File: config.mk
export PLATFORM = sky130hd
export DESIGN_NAME = mpurs_top
export DESIGN_NICKNAME = d
export VERILOG_FILES = /design/src/hdl/mpurs_region_match.v /design/src/hdl/mpurs_top.v
export VERILOG_INCLUDE_DIRS = /design/src /design/src/hdl
export SDC_FILE = /design/constraint.sdc
export NUM_CORES = 1
export LEC_CHECK = 0
export BUFFER_PORTS_ARGS = -buffer_cell sky130_fd_sc_hd__buf_2
export CORE_ASPECT_RATIO = 1.5
export CORE_MARGIN = 10
export CORE_UTILIZATION = 25
export DETAILED_ROUTE_END_ITERATION = 16
export GPL_TIMING_DRIVEN = 0
export PLACE_DENSITY = 0.43
export SETUP_SLACK_MARGIN = 0.1
export SLEW_MARGIN = 20
export SYNTH_ARGS = -nofsm -noshare
export SYNTH_HDL_FRONTEND = slang
export SYNTH_SLANG_ARGS = --single-unit
export TNS_END_PERCENT = 5
File: constraint.sdc
create_clock -name clk_i -period 6.6 [get_ports clk_i]
set_input_delay 0.66 -clock clk_i [delete_from_list [all_inputs] [get_ports clk_i]]
set_output_delay 0.66 -clock clk_i [all_outputs]
set_load 0.01 [all_outputs]
File: src/hdl/mpurs_map.vh
`ifndef MPURS_MAP_VH
`define MPURS_MAP_VH
// register byte addresses on the private peripheral bus
`define MPURS_ADDR_RNR 32'hE000ED98
`define MPURS_ADDR_RBAR 32'hE000ED9C
`define MPURS_ADDR_RASR 32'hE000EDA0
`define MPURS_ADDR_RBAR_A1 32'hE000EDA4
`define MPURS_ADDR_RASR_A1 32'hE000EDA8
`define MPURS_ADDR_RBAR_A2 32'hE000EDAC
`define MPURS_ADDR_RASR_A2 32'hE000EDB0
`define MPURS_ADDR_RBAR_A3 32'hE000EDB4
`define MPURS_ADDR_RASR_A3 32'hE000EDB8
// status register, block's own placement
`define MPURS_ADDR_MMSR 32'hE000EDBC
// region count and field layout
`define MPURS_NREG 8
`define MPURS_RNUM_W 4
`define MPURS_RBAR_VALID 4
`define MPURS_RASR_MASK 32'h173FFF3F
`define MPURS_RASR_EN 0
`define MPURS_SIZE_LSB 1
`define MPURS_SIZE_MSB 5
`define MPURS_SUBDIS_LSB 8
`define MPURS_SUBDIS_MSB 15
`define MPURS_AP_LSB 24
`define MPURS_AP_MSB 26
`define MPURS_XN 28
`define MPURS_SIZE_MIN 5'h04
`define MPURS_SIZE_SUB 5'h07
// access permission encodings
`define MPURS_AP_NONE 3'h0
`define MPURS_AP_PRIV 3'h1
`define MPURS_AP_URO 3'h2
`define MPURS_AP_FULL 3'h3
`define MPURS_AP_PRO 3'h5
`define MPURS_AP_RO 3'h6
`define MPURS_AP_RO2 3'h7
// status bits
`define MPURS_ST_IACC 0
`define MPURS_ST_DACC 1
`define MPURS_ST_VALID 7
`endif

File: src/hdl/mpurs_region_match.v
`include "mpurs_map.vh"

// one region: base compare by size, subregion decode
module mpurs_region_match (
    input wire [31:0] addr_i,
    input wire [31:0] base_i,
    input wire [31:0] attr_i,
    output wire hit_o
);
    wire [4:0] size_w;
    wire [5:0] n_w;
    wire [31:0] mask_w;
    wire [2:0] sub_w;
    wire [7:0] subdis_w;
    wire [31:0] shifted_w;
    wire in_w;
    wire sub_off_w;

    assign size_w = attr_i[`MPURS_SIZE_MSB:`MPURS_SIZE_LSB];
    // bytes = 2^(size+1); n is the log2 of the span
    assign n_w = {1'b0, size_w} + 6'h01;
    assign mask_w = (n_w >= 6'h20) ? 32'h00000000 : (32'hFFFFFFFF << n_w);
    assign in_w = ((addr_i & mask_w) == (base_i & mask_w));
    // subregion index is the top three address bits inside the region
    assign shifted_w = addr_i >> (n_w - 6'h03);
    assign sub_w = (n_w >= 6'h20) ? addr_i[31:29] : shifted_w[2:0];
    assign subdis_w = attr_i[`MPURS_SUBDIS_MSB:`MPURS_SUBDIS_LSB];
    // small regions ignore the field; bit 0 is the lowest subregion
    assign sub_off_w = (size_w >= `MPURS_SIZE_SUB) & subdis_w[sub_w];
    assign hit_o = attr_i[`MPURS_RASR_EN] & (size_w >= `MPURS_SIZE_MIN) & in_w & ~sub_off_w;
endmodule // mpurs_region_match

File: src/hdl/mpurs_top.v
// How it works
// - a permission violation raises a memory fault and records its cause in status
// - number, base and attribute registers are each writable, or by one multi-word store
// - alias pairs of base and attribute registers let one store program four regions
// - number register at E000ED98, base at plus four, attribute at plus eight
// - base write with bit 4 set loads base and region number together
// - register writes take effect in order, one per cycle, no reordering
// - regions of 256 bytes or more split into eight equal subregions
// - subregion bit zero is lowest addressed, highest bit the top subregion
// - disabled subregion falls through to other regions, else background or fault
// - registers take aligned words only; other widths are ignored
// - region size is two to the size field plus one, minimum field four
// - valid bit set copies region field to number register, clear ignores it
`include "mpurs_map.vh"

module mpurs_top (
    input wire clk_i,
    input wire nrst_i,
    // register port from the private peripheral bus
    input wire reg_sel_i,
    input wire reg_wr_i,
    input wire [31:0] reg_addr_i,
    input wire [1:0] reg_size_i,
    input wire [31:0] reg_wdata_i,
    output reg [31:0] reg_rdata_o,
    output reg reg_ready_o,
    // access check from the load/store pipeline
    input wire chk_valid_i,
    input wire [31:0] chk_addr_i,
    input wire chk_write_i,
    input wire chk_fetch_i,
    input wire chk_priv_i,
    input wire mpu_enable_i,
    input wire bg_enable_i,
    output reg chk_done_o,
    output reg memory_manage_fault_o,
    output reg [31:0] fault_addr_o
);
    localparam NR = `MPURS_NREG;

    reg [31:0] base_r [0:NR-1];
    reg [31:0] attr_r [0:NR-1];
    reg [3:0] region_number_select_r;
    reg [7:0] memfault_status_r;

    wire [NR-1:0] hit_w;
    wire [NR*3-1:0] ap_w;
    wire [NR-1:0] xn_w;

    // one matcher per region
    genvar g;
    generate
        for (g = 0; g < NR; g = g + 1) begin : g_reg
            mpurs_region_match u_match (
                .addr_i(chk_addr_i),
                .base_i(base_r[g]),
                .attr_i(attr_r[g]),
                .hit_o(hit_w[g])
            );
            assign ap_w[g*3+2:g*3] = attr_r[g][`MPURS_AP_MSB:`MPURS_AP_LSB];
            assign xn_w[g] = attr_r[g][`MPURS_XN];
        end
    endgenerate

    // highest numbered matching region wins; disabled subregions drop out
    reg found_w;
    reg [2:0] ap_sel_w;
    reg xn_sel_w;
    integer i;
    always @* begin
        found_w = 1'b0;
        ap_sel_w = `MPURS_AP_NONE;
        xn_sel_w = 1'b0;
        for (i = 0; i < NR; i = i + 1) begin
            if (hit_w[i]) begin
                found_w = 1'b1;
                ap_sel_w = ap_w[i*3 +: 3];
                xn_sel_w = xn_w[i];
            end
        end
    end

    // permission table: one row per encoding, split by privilege and direction
    reg priv_rd_w;
    reg priv_wr_w;
    reg user_rd_w;
    reg user_wr_w;
    always @* begin
        priv_rd_w = 1'b0;
        priv_wr_w = 1'b0;
        user_rd_w = 1'b0;
        user_wr_w = 1'b0;
        case (ap_sel_w)
            `MPURS_AP_PRIV: begin
                priv_rd_w = 1'b1;
                priv_wr_w = 1'b1;
            end
            `MPURS_AP_URO: begin
                priv_rd_w = 1'b1;
                priv_wr_w = 1'b1;
                user_rd_w = 1'b1;
            end
            `MPURS_AP_FULL: begin
                priv_rd_w = 1'b1;
                priv_wr_w = 1'b1;
                user_rd_w = 1'b1;
                user_wr_w = 1'b1;
            end
            `MPURS_AP_PRO: begin
                priv_rd_w = 1'b1;
            end
            `MPURS_AP_RO, `MPURS_AP_RO2: begin
                priv_rd_w = 1'b1;
                user_rd_w = 1'b1;
            end
            // no access and the reserved code both refuse, safest for a bad setup
            default: begin
                priv_rd_w = 1'b0;
            end
        endcase
    end

    // pick the column for this access; execute-never blocks every fetch
    reg allow_w;
    always @* begin
        if (chk_priv_i) begin
            allow_w = chk_write_i ? priv_wr_w : priv_rd_w;
        end else begin
            allow_w = chk_write_i ? user_wr_w : user_rd_w;
        end
        if (chk_fetch_i & xn_sel_w) begin
            allow_w = 1'b0;
        end
    end

    // background map covers privileged code only, and only when switched on
    wire bg_ok_w;
    assign bg_ok_w = chk_priv_i & bg_enable_i;
    // protection off never refuses; a miss falls back to the background map
    wire bad_w;
    assign bad_w = mpu_enable_i & (found_w ? ~allow_w : ~bg_ok_w);

    // register decode: word accesses only, others ignored
    wire word_w;
    wire wr_w;
    assign word_w = (reg_size_i == 2'h2) & (reg_addr_i[1:0] == 2'h0);
    assign wr_w = reg_sel_i & reg_wr_i & word_w;

    // fixed registers; the number register anchors the base and attribute pair
    wire is_rnr_w;
    wire is_mmsr_w;
    assign is_rnr_w = (reg_addr_i == `MPURS_ADDR_RNR);
    assign is_mmsr_w = (reg_addr_i == `MPURS_ADDR_MMSR);

    // alias pair index: 0 main, 1..3 aliases
    reg is_base_w;
    reg is_attr_w;
    always @* begin
        is_base_w = 1'b0;
        is_attr_w = 1'b0;
        case (reg_addr_i)
            `MPURS_ADDR_RBAR, `MPURS_ADDR_RBAR_A1,
            `MPURS_ADDR_RBAR_A2, `MPURS_ADDR_RBAR_A3: is_base_w = 1'b1;
            `MPURS_ADDR_RASR, `MPURS_ADDR_RASR_A1,
            `MPURS_ADDR_RASR_A2, `MPURS_ADDR_RASR_A3: is_attr_w = 1'b1;
            default: is_base_w = 1'b0;
        endcase
    end

    // base write with valid updates the number and the base of that region in the same cycle
    wire valid_w;
    wire [3:0] tgt_w;
    assign valid_w = is_base_w & reg_wdata_i[`MPURS_RBAR_VALID];
    assign tgt_w = valid_w ? reg_wdata_i[3:0] : region_number_select_r;

    // write strobes per register kind; numbers past the table select nothing
    wire rnr_we_w;
    wire base_we_w;
    wire attr_we_w;
    assign rnr_we_w = wr_w & is_rnr_w;
    assign base_we_w = wr_w & is_base_w & (tgt_w < NR);
    assign attr_we_w = wr_w & is_attr_w & (region_number_select_r < NR);

    // next region number: a direct write or a valid base write
    reg [3:0] region_number_select_nxt;
    always @* begin
        region_number_select_nxt = region_number_select_r;
        if (rnr_we_w) begin
            region_number_select_nxt = reg_wdata_i[3:0];
        end
        if (wr_w & valid_w) begin
            region_number_select_nxt = reg_wdata_i[3:0];
        end
    end

    // number register and region tables; one write per cycle keeps order
    integer k;
    always @(posedge clk_i) begin
        if (!nrst_i) begin
            region_number_select_r <= 4'h0;
            for (k = 0; k < NR; k = k + 1) begin
                base_r[k] <= 32'h00000000;
                attr_r[k] <= 32'h00000000;
            end
        end else begin
            region_number_select_r <= region_number_select_nxt;
            if (base_we_w) begin
                base_r[tgt_w[2:0]] <= {reg_wdata_i[31:5], 5'h00};
            end
            if (attr_we_w) begin
                attr_r[region_number_select_r[2:0]] <=
                    reg_wdata_i & `MPURS_RASR_MASK;
            end
        end
    end

    // read data; unmapped or narrow reads return zero
    reg [31:0] rd_w;
    wire cur_ok_w;
    assign cur_ok_w = region_number_select_r < NR;
    always @* begin
        rd_w = 32'h00000000;
        if (word_w) begin
            if (is_rnr_w) begin
                rd_w = {28'h0000000, region_number_select_r};
            end else if (is_base_w) begin
                // valid reads as zero, region field shows current number
                rd_w = {cur_ok_w ? base_r[region_number_select_r[2:0]][31:5] : 27'h0,
                    1'b0, region_number_select_r};
            end else if (is_attr_w) begin
                rd_w = cur_ok_w ? attr_r[region_number_select_r[2:0]] : 32'h00000000;
            end else if (is_mmsr_w) begin
                rd_w = {24'h000000, memfault_status_r};
            end
        end
    end

    // read data gated to reads so writes and idle cycles show zero
    reg [31:0] reg_rdata_nxt;
    always @* begin
        reg_rdata_nxt = 32'h00000000;
        if (reg_sel_i & ~reg_wr_i) begin
            reg_rdata_nxt = rd_w;
        end
    end

    // bus answer one cycle after select; no wait states, so writes stay in order
    always @(posedge clk_i) begin
        if (!nrst_i) begin
            reg_rdata_o <= 32'h00000000;
            reg_ready_o <= 1'b0;
        end else begin
            reg_ready_o <= reg_sel_i;
            reg_rdata_o <= reg_rdata_nxt;
        end
    end

    // fault kinds: a fetch fault has no meaningful data address
    wire clr_w;
    assign clr_w = wr_w & is_mmsr_w;
    wire flt_w;
    assign flt_w = chk_valid_i & bad_w;
    wire dflt_w;
    wire iflt_w;
    assign dflt_w = flt_w & ~chk_fetch_i;
    assign iflt_w = flt_w & chk_fetch_i;

    // status write-one-to-clear; a new fault in the same cycle wins
    reg [7:0] memfault_clr_w;
    reg [7:0] memfault_set_w;
    reg [7:0] memfault_status_nxt;
    always @* begin
        memfault_clr_w = clr_w ? reg_wdata_i[7:0] : 8'h00;
        memfault_set_w = 8'h00;
        memfault_set_w[`MPURS_ST_IACC] = iflt_w;
        memfault_set_w[`MPURS_ST_DACC] = dflt_w;
        memfault_set_w[`MPURS_ST_VALID] = dflt_w;
        memfault_status_nxt = (memfault_status_r & ~memfault_clr_w) | memfault_set_w;
    end

    // fault address follows data faults only; fetch faults leave it alone
    reg [31:0] fault_addr_nxt;
    always @* begin
        fault_addr_nxt = fault_addr_o;
        if (dflt_w) begin
            fault_addr_nxt = chk_addr_i;
        end
    end

    // check answer and status, all registered
    always @(posedge clk_i) begin
        if (!nrst_i) begin
            memfault_status_r <= 8'h00;
            memory_manage_fault_o <= 1'b0;
            chk_done_o <= 1'b0;
            fault_addr_o <= 32'h00000000;
        end else begin
            memfault_status_r <= memfault_status_nxt;
            memory_manage_fault_o <= flt_w;
            chk_done_o <= chk_valid_i;
            fault_addr_o <= fault_addr_nxt;
        end
    end
endmodule // mpurs_top

==> flow_summary.toml <==
[power]
p_leak_nw = 15.7
p_total_w = 0.00955
p_per_area_nw_per_um2 = 216
peakVddDrop_uv = 199

[global_routing]
grt_max_degree = 21
track_usage_pct = 24.3
antenna_found_initial = 13
gr-total-overflow = 0
grt_first_pass_wirelength_um = 274000
grt_pass1_vias = 31323

[floorplanning]
core.rowCount = 171
dieArea_um2 = 162000
coreArea_um2 = 145000
io_pins = 175
start_util_pct = 25.1
die_h_um = 487
die_w_um = 332

[synthesis]
ys_warn_count = 0
synth_fp_nets = 3490
ys.flop_type = "edfxtp_1"
synthCells = 3328
yosysSeqAreaShare_pct = 38.2
synth_edf_count = 408
asyncSetResetFlopFracSynth_pct = 0
synth_area_um2 = 36400
syn_area_per_cell_um2 = 10.9
synth_top_area_share_pct = 33.7
ys_types = 106
synth_seq_cells = 490
synth_top_area_cell = "edfxtp_1"
synth.area.top_cells = "edfxtp_1 (34%), mux4_2 (15%), and2_1 (7.4%)"

[cts]
cts_tree = "done"
path_clk_slew_ns = 0.06
ctsHoldBuffers = 0
clkLatencyLatePin_ns = 0.67
cts_max_path_buffers = 3
htreeDepth = 2
cts_root_buf = "clkbuf_16"
cts_made_buffers = 50
cts_sinks = 490

[sta]
rsz0062_at_grt = "yes"
slew_violations = 0
worst_pin_slew_ns = 1.21
timing.final.crit_share_pct = 102
fin_ws_ns = -0.105
finalHoldViolations = 0
setup_viol = 34
max_freq_mhz = 149
finalClockSkew_ns = 0.0685
fin_crit_ns = 6.71
relSlewSlack_pct = 19.6

[flow_run]
cap_violations = 0

[run_status]
run_status = "finished, violations left"
violations = "negative setup slack"

[placed_design]
portBuffers = 174
dpl.hpwl_um = 161000
dp_worst_setup_slack_ns = -2.15
gp_congestion = 1.04

[route]
vias = 31295
wl_per_cell_um = 36.5
routed_via_density = 5.57
drt-total-wl_um = 205000
drt-initial-drc-count = 3369
dr.pass1.iters = 6
final_antenna_net_count = 0
remaining_drc_errors = 0

[cells_and_area]
drive_above_1_share_pct = 26.8
area_delta_synth_final_pct = 21.3
fin_nets = 3829
fillCellCount = 14873

[setup_path]
crit_path_max_fanout = 10
crit_buf_inv = 8
r2r-start = "attr_r[4][1]"
end_kind = "flip-flop"
crit_path_top_delay_cell = "a211oi_4"
crit_top_cell = "clkbuf_1"
worstSetupStartpoint = "chk_addr_i[28]"
cp.required_ns = 7.14
cpLargestDelayFamily = "buffers and inverters"
start_kind = "primary input"
crit_chain = "buf_2 > clkbuf_1 > clkbuf_1 > clkbuf_2 > xnor2_1 > nand3_1 > a21oi_1 > nand4b_1 > a221oi_1 > o2111ai_2 > a221o_1 > clkbuf_8 > buf_4 > o2111a_1 > a32oi_2 > nand4_1 > a311o_1 > a211oi_4 > buf_8 > clkbuf_16 > mux2i_1"
cp.arrival_ns = 7.25
crit_type = "in -> reg"
critPathMaxStageDelay_ns = 0.82

[min_path]
min_path_type = "in -> reg"
min_from = "reg_sel_i"
==> repair_timing <==
action	in CTS	in global routing
setup buffers	71	21
pin swaps	35	29
resized for setup	249	87
setup endpoints to repair	36	34
cloned	1	3
==> registers in the layout, indices dropped and copies added (netlist names), named ones only <==
register and cells:
region_number_select_r 4, memory_manage_fault_o 1, attr_r 192, fault_addr_o 32
base_r 216, chk_done_o 1, reg_ready_o 1, memfault_status_r 8
reg_rdata_o 32
==> stage by stage <==
step | hold WS (ns) | instance area [um2] | std cells | TNS [ns] | util [%]
final | 0.224 | 44200 | 5618 | -1.89 | 30.5
after floorplan | 0.412 | 36400 | 3328 | 0 | -
after CTS | 0.198 | 43600 | 5588 | 0 | 30.1
after global routing | 0.233 | 44200 | 5613 | -0.348 | 30.5
after detailed placement | 0.429 | 40400 | 5427 | -72.33 | 27.9
after global placement | 0.419 | 39700 | 5405 | -309.67 | 27.4
==> cell usage in the layout (no fill, tap or decap), types with 15 or more instances in the layout <==
cell type,synthesis,layout
dfxtp_1,82,82
mux2i_1,176,167
nand3_1,48,47
nand2_1,217,215
o211ai_1,16,16
nor2_1,118,114
mux4_2,249,249
clkbuf_16,0,54
buf_16,0,15
and3_1,23,22
o21ai_0,113,98
clkbuf_1,221,147
buf_2,40,216
o22ai_1,32,32
a22oi_1,27,25
buf_6,4,24
nor4_1,20,16
a221oi_1,22,21
nor2b_1,33,29
mux2_2,31,31
buf_4,9,97
inv_1,87,81
nand2b_1,29,21
a21oi_1,141,139
clkbuf_2,1,71
nor3_1,29,28
nand4_1,18,18
xor2_1,128,127
edfxtp_1,408,408
xnor2_1,133,128
and2_1,429,426
a211oi_1,26,20
ha_1,54,35
==> synth_stat cells, drive strengths merged, types with 8 or more instances <==
library cell  number
or2               10
clkbuf           222
a221oi            22
a22oi             27
nor2             119
a32oi              9
xnor2            136
a21boi            15
nor3              29
nand4b            13
a22o              13
mux2              33
a211oi            29
a211o             10
a31oi              9
o211ai            18
inv               88
a21oi            141
nand4             18
nor4              20
or3b               8
nand2b            29
and2             430
o21ai            118
o21a              11
nand3b             9
ha                54
nor2b             33
o221ai            13
edfxtp           408
xor2             133
dfxtp             82
o22ai             33
nand3             48
buf               90
mux2i            176
a2111oi           21
and3              23
mux4             249
o31ai             14
nand2            217
o2111ai           13
==> final cells by class <==
cell class	count	area [um2]	share of cell area, %
Buffer	308	1670	3.79
Sequential cell	490	13900	31.5
Tap cell	1903	2380	5.39
Inverter	95	402	0.909
Timing Repair Buffer	291	2260	5.11
Clock inverter	27	330	0.748
Multi-Input combinational cell	2431	21800	49.4
Clock buffer	66	1380	3.13
Antenna cell	7	17.5	0.0397
==> final timing paths <==
kind                          end  slack, ns  cells past startpoint
min reg2reg  memfault_status_r[5]       0.44                      2
min                   reg_ready_o       0.22                      2
max reg2reg      fault_addr_o[13]          0                     24
max              fault_addr_o[13]      -0.11                     21
==> report_power, final <==
group | internal (W) | leakage, nW | switching (W)
clock network | 0.00172 | 0.833 | 0.00137
registers | 0.00348 | 4.53 | 0.000167
logic | 0.00109 | 10.3 | 0.00171
total | 0.00630 | 15.7 | 0.00325
==> cells by family (layout without fill, tap and decap cells) <==
| group | count (synthesis) | count (layout) | share of synthesized area [%] |
|---|---|---|---|
| AO/OA/AOI/OAI | 600 | 600 | 11.5 |
| XOR/XNOR | 272 | 272 | 6.85 |
| adder cells (fa/ha/maj) | 61 | 61 | 2.05 |
| buffers and inverters | 407 | 787 | 4.51 |
| flip-flops | 490 | 490 | 38.2 |
| multiplexers | 458 | 458 | 21.3 |
| other | 0 | 7 | 0 |
| AND/OR/NAND/NOR | 1040 | 1040 | 15.7 |
==> layer usage <==
layer / share of wire, % / wire, um / track usage [%] / vias up
li1: - / - / - / 13115
met1: 36 / 73000 / 26.3 / 15935
met2: 48 / 97900 / 41.2 / 1682
met3: 6.4 / 13200 / 4.17 / 549
met4: 10 / 20700 / 20.3 / 14
met5: 0.042 / 87 / 0 / -
Power figures use the tool's default switching activity.
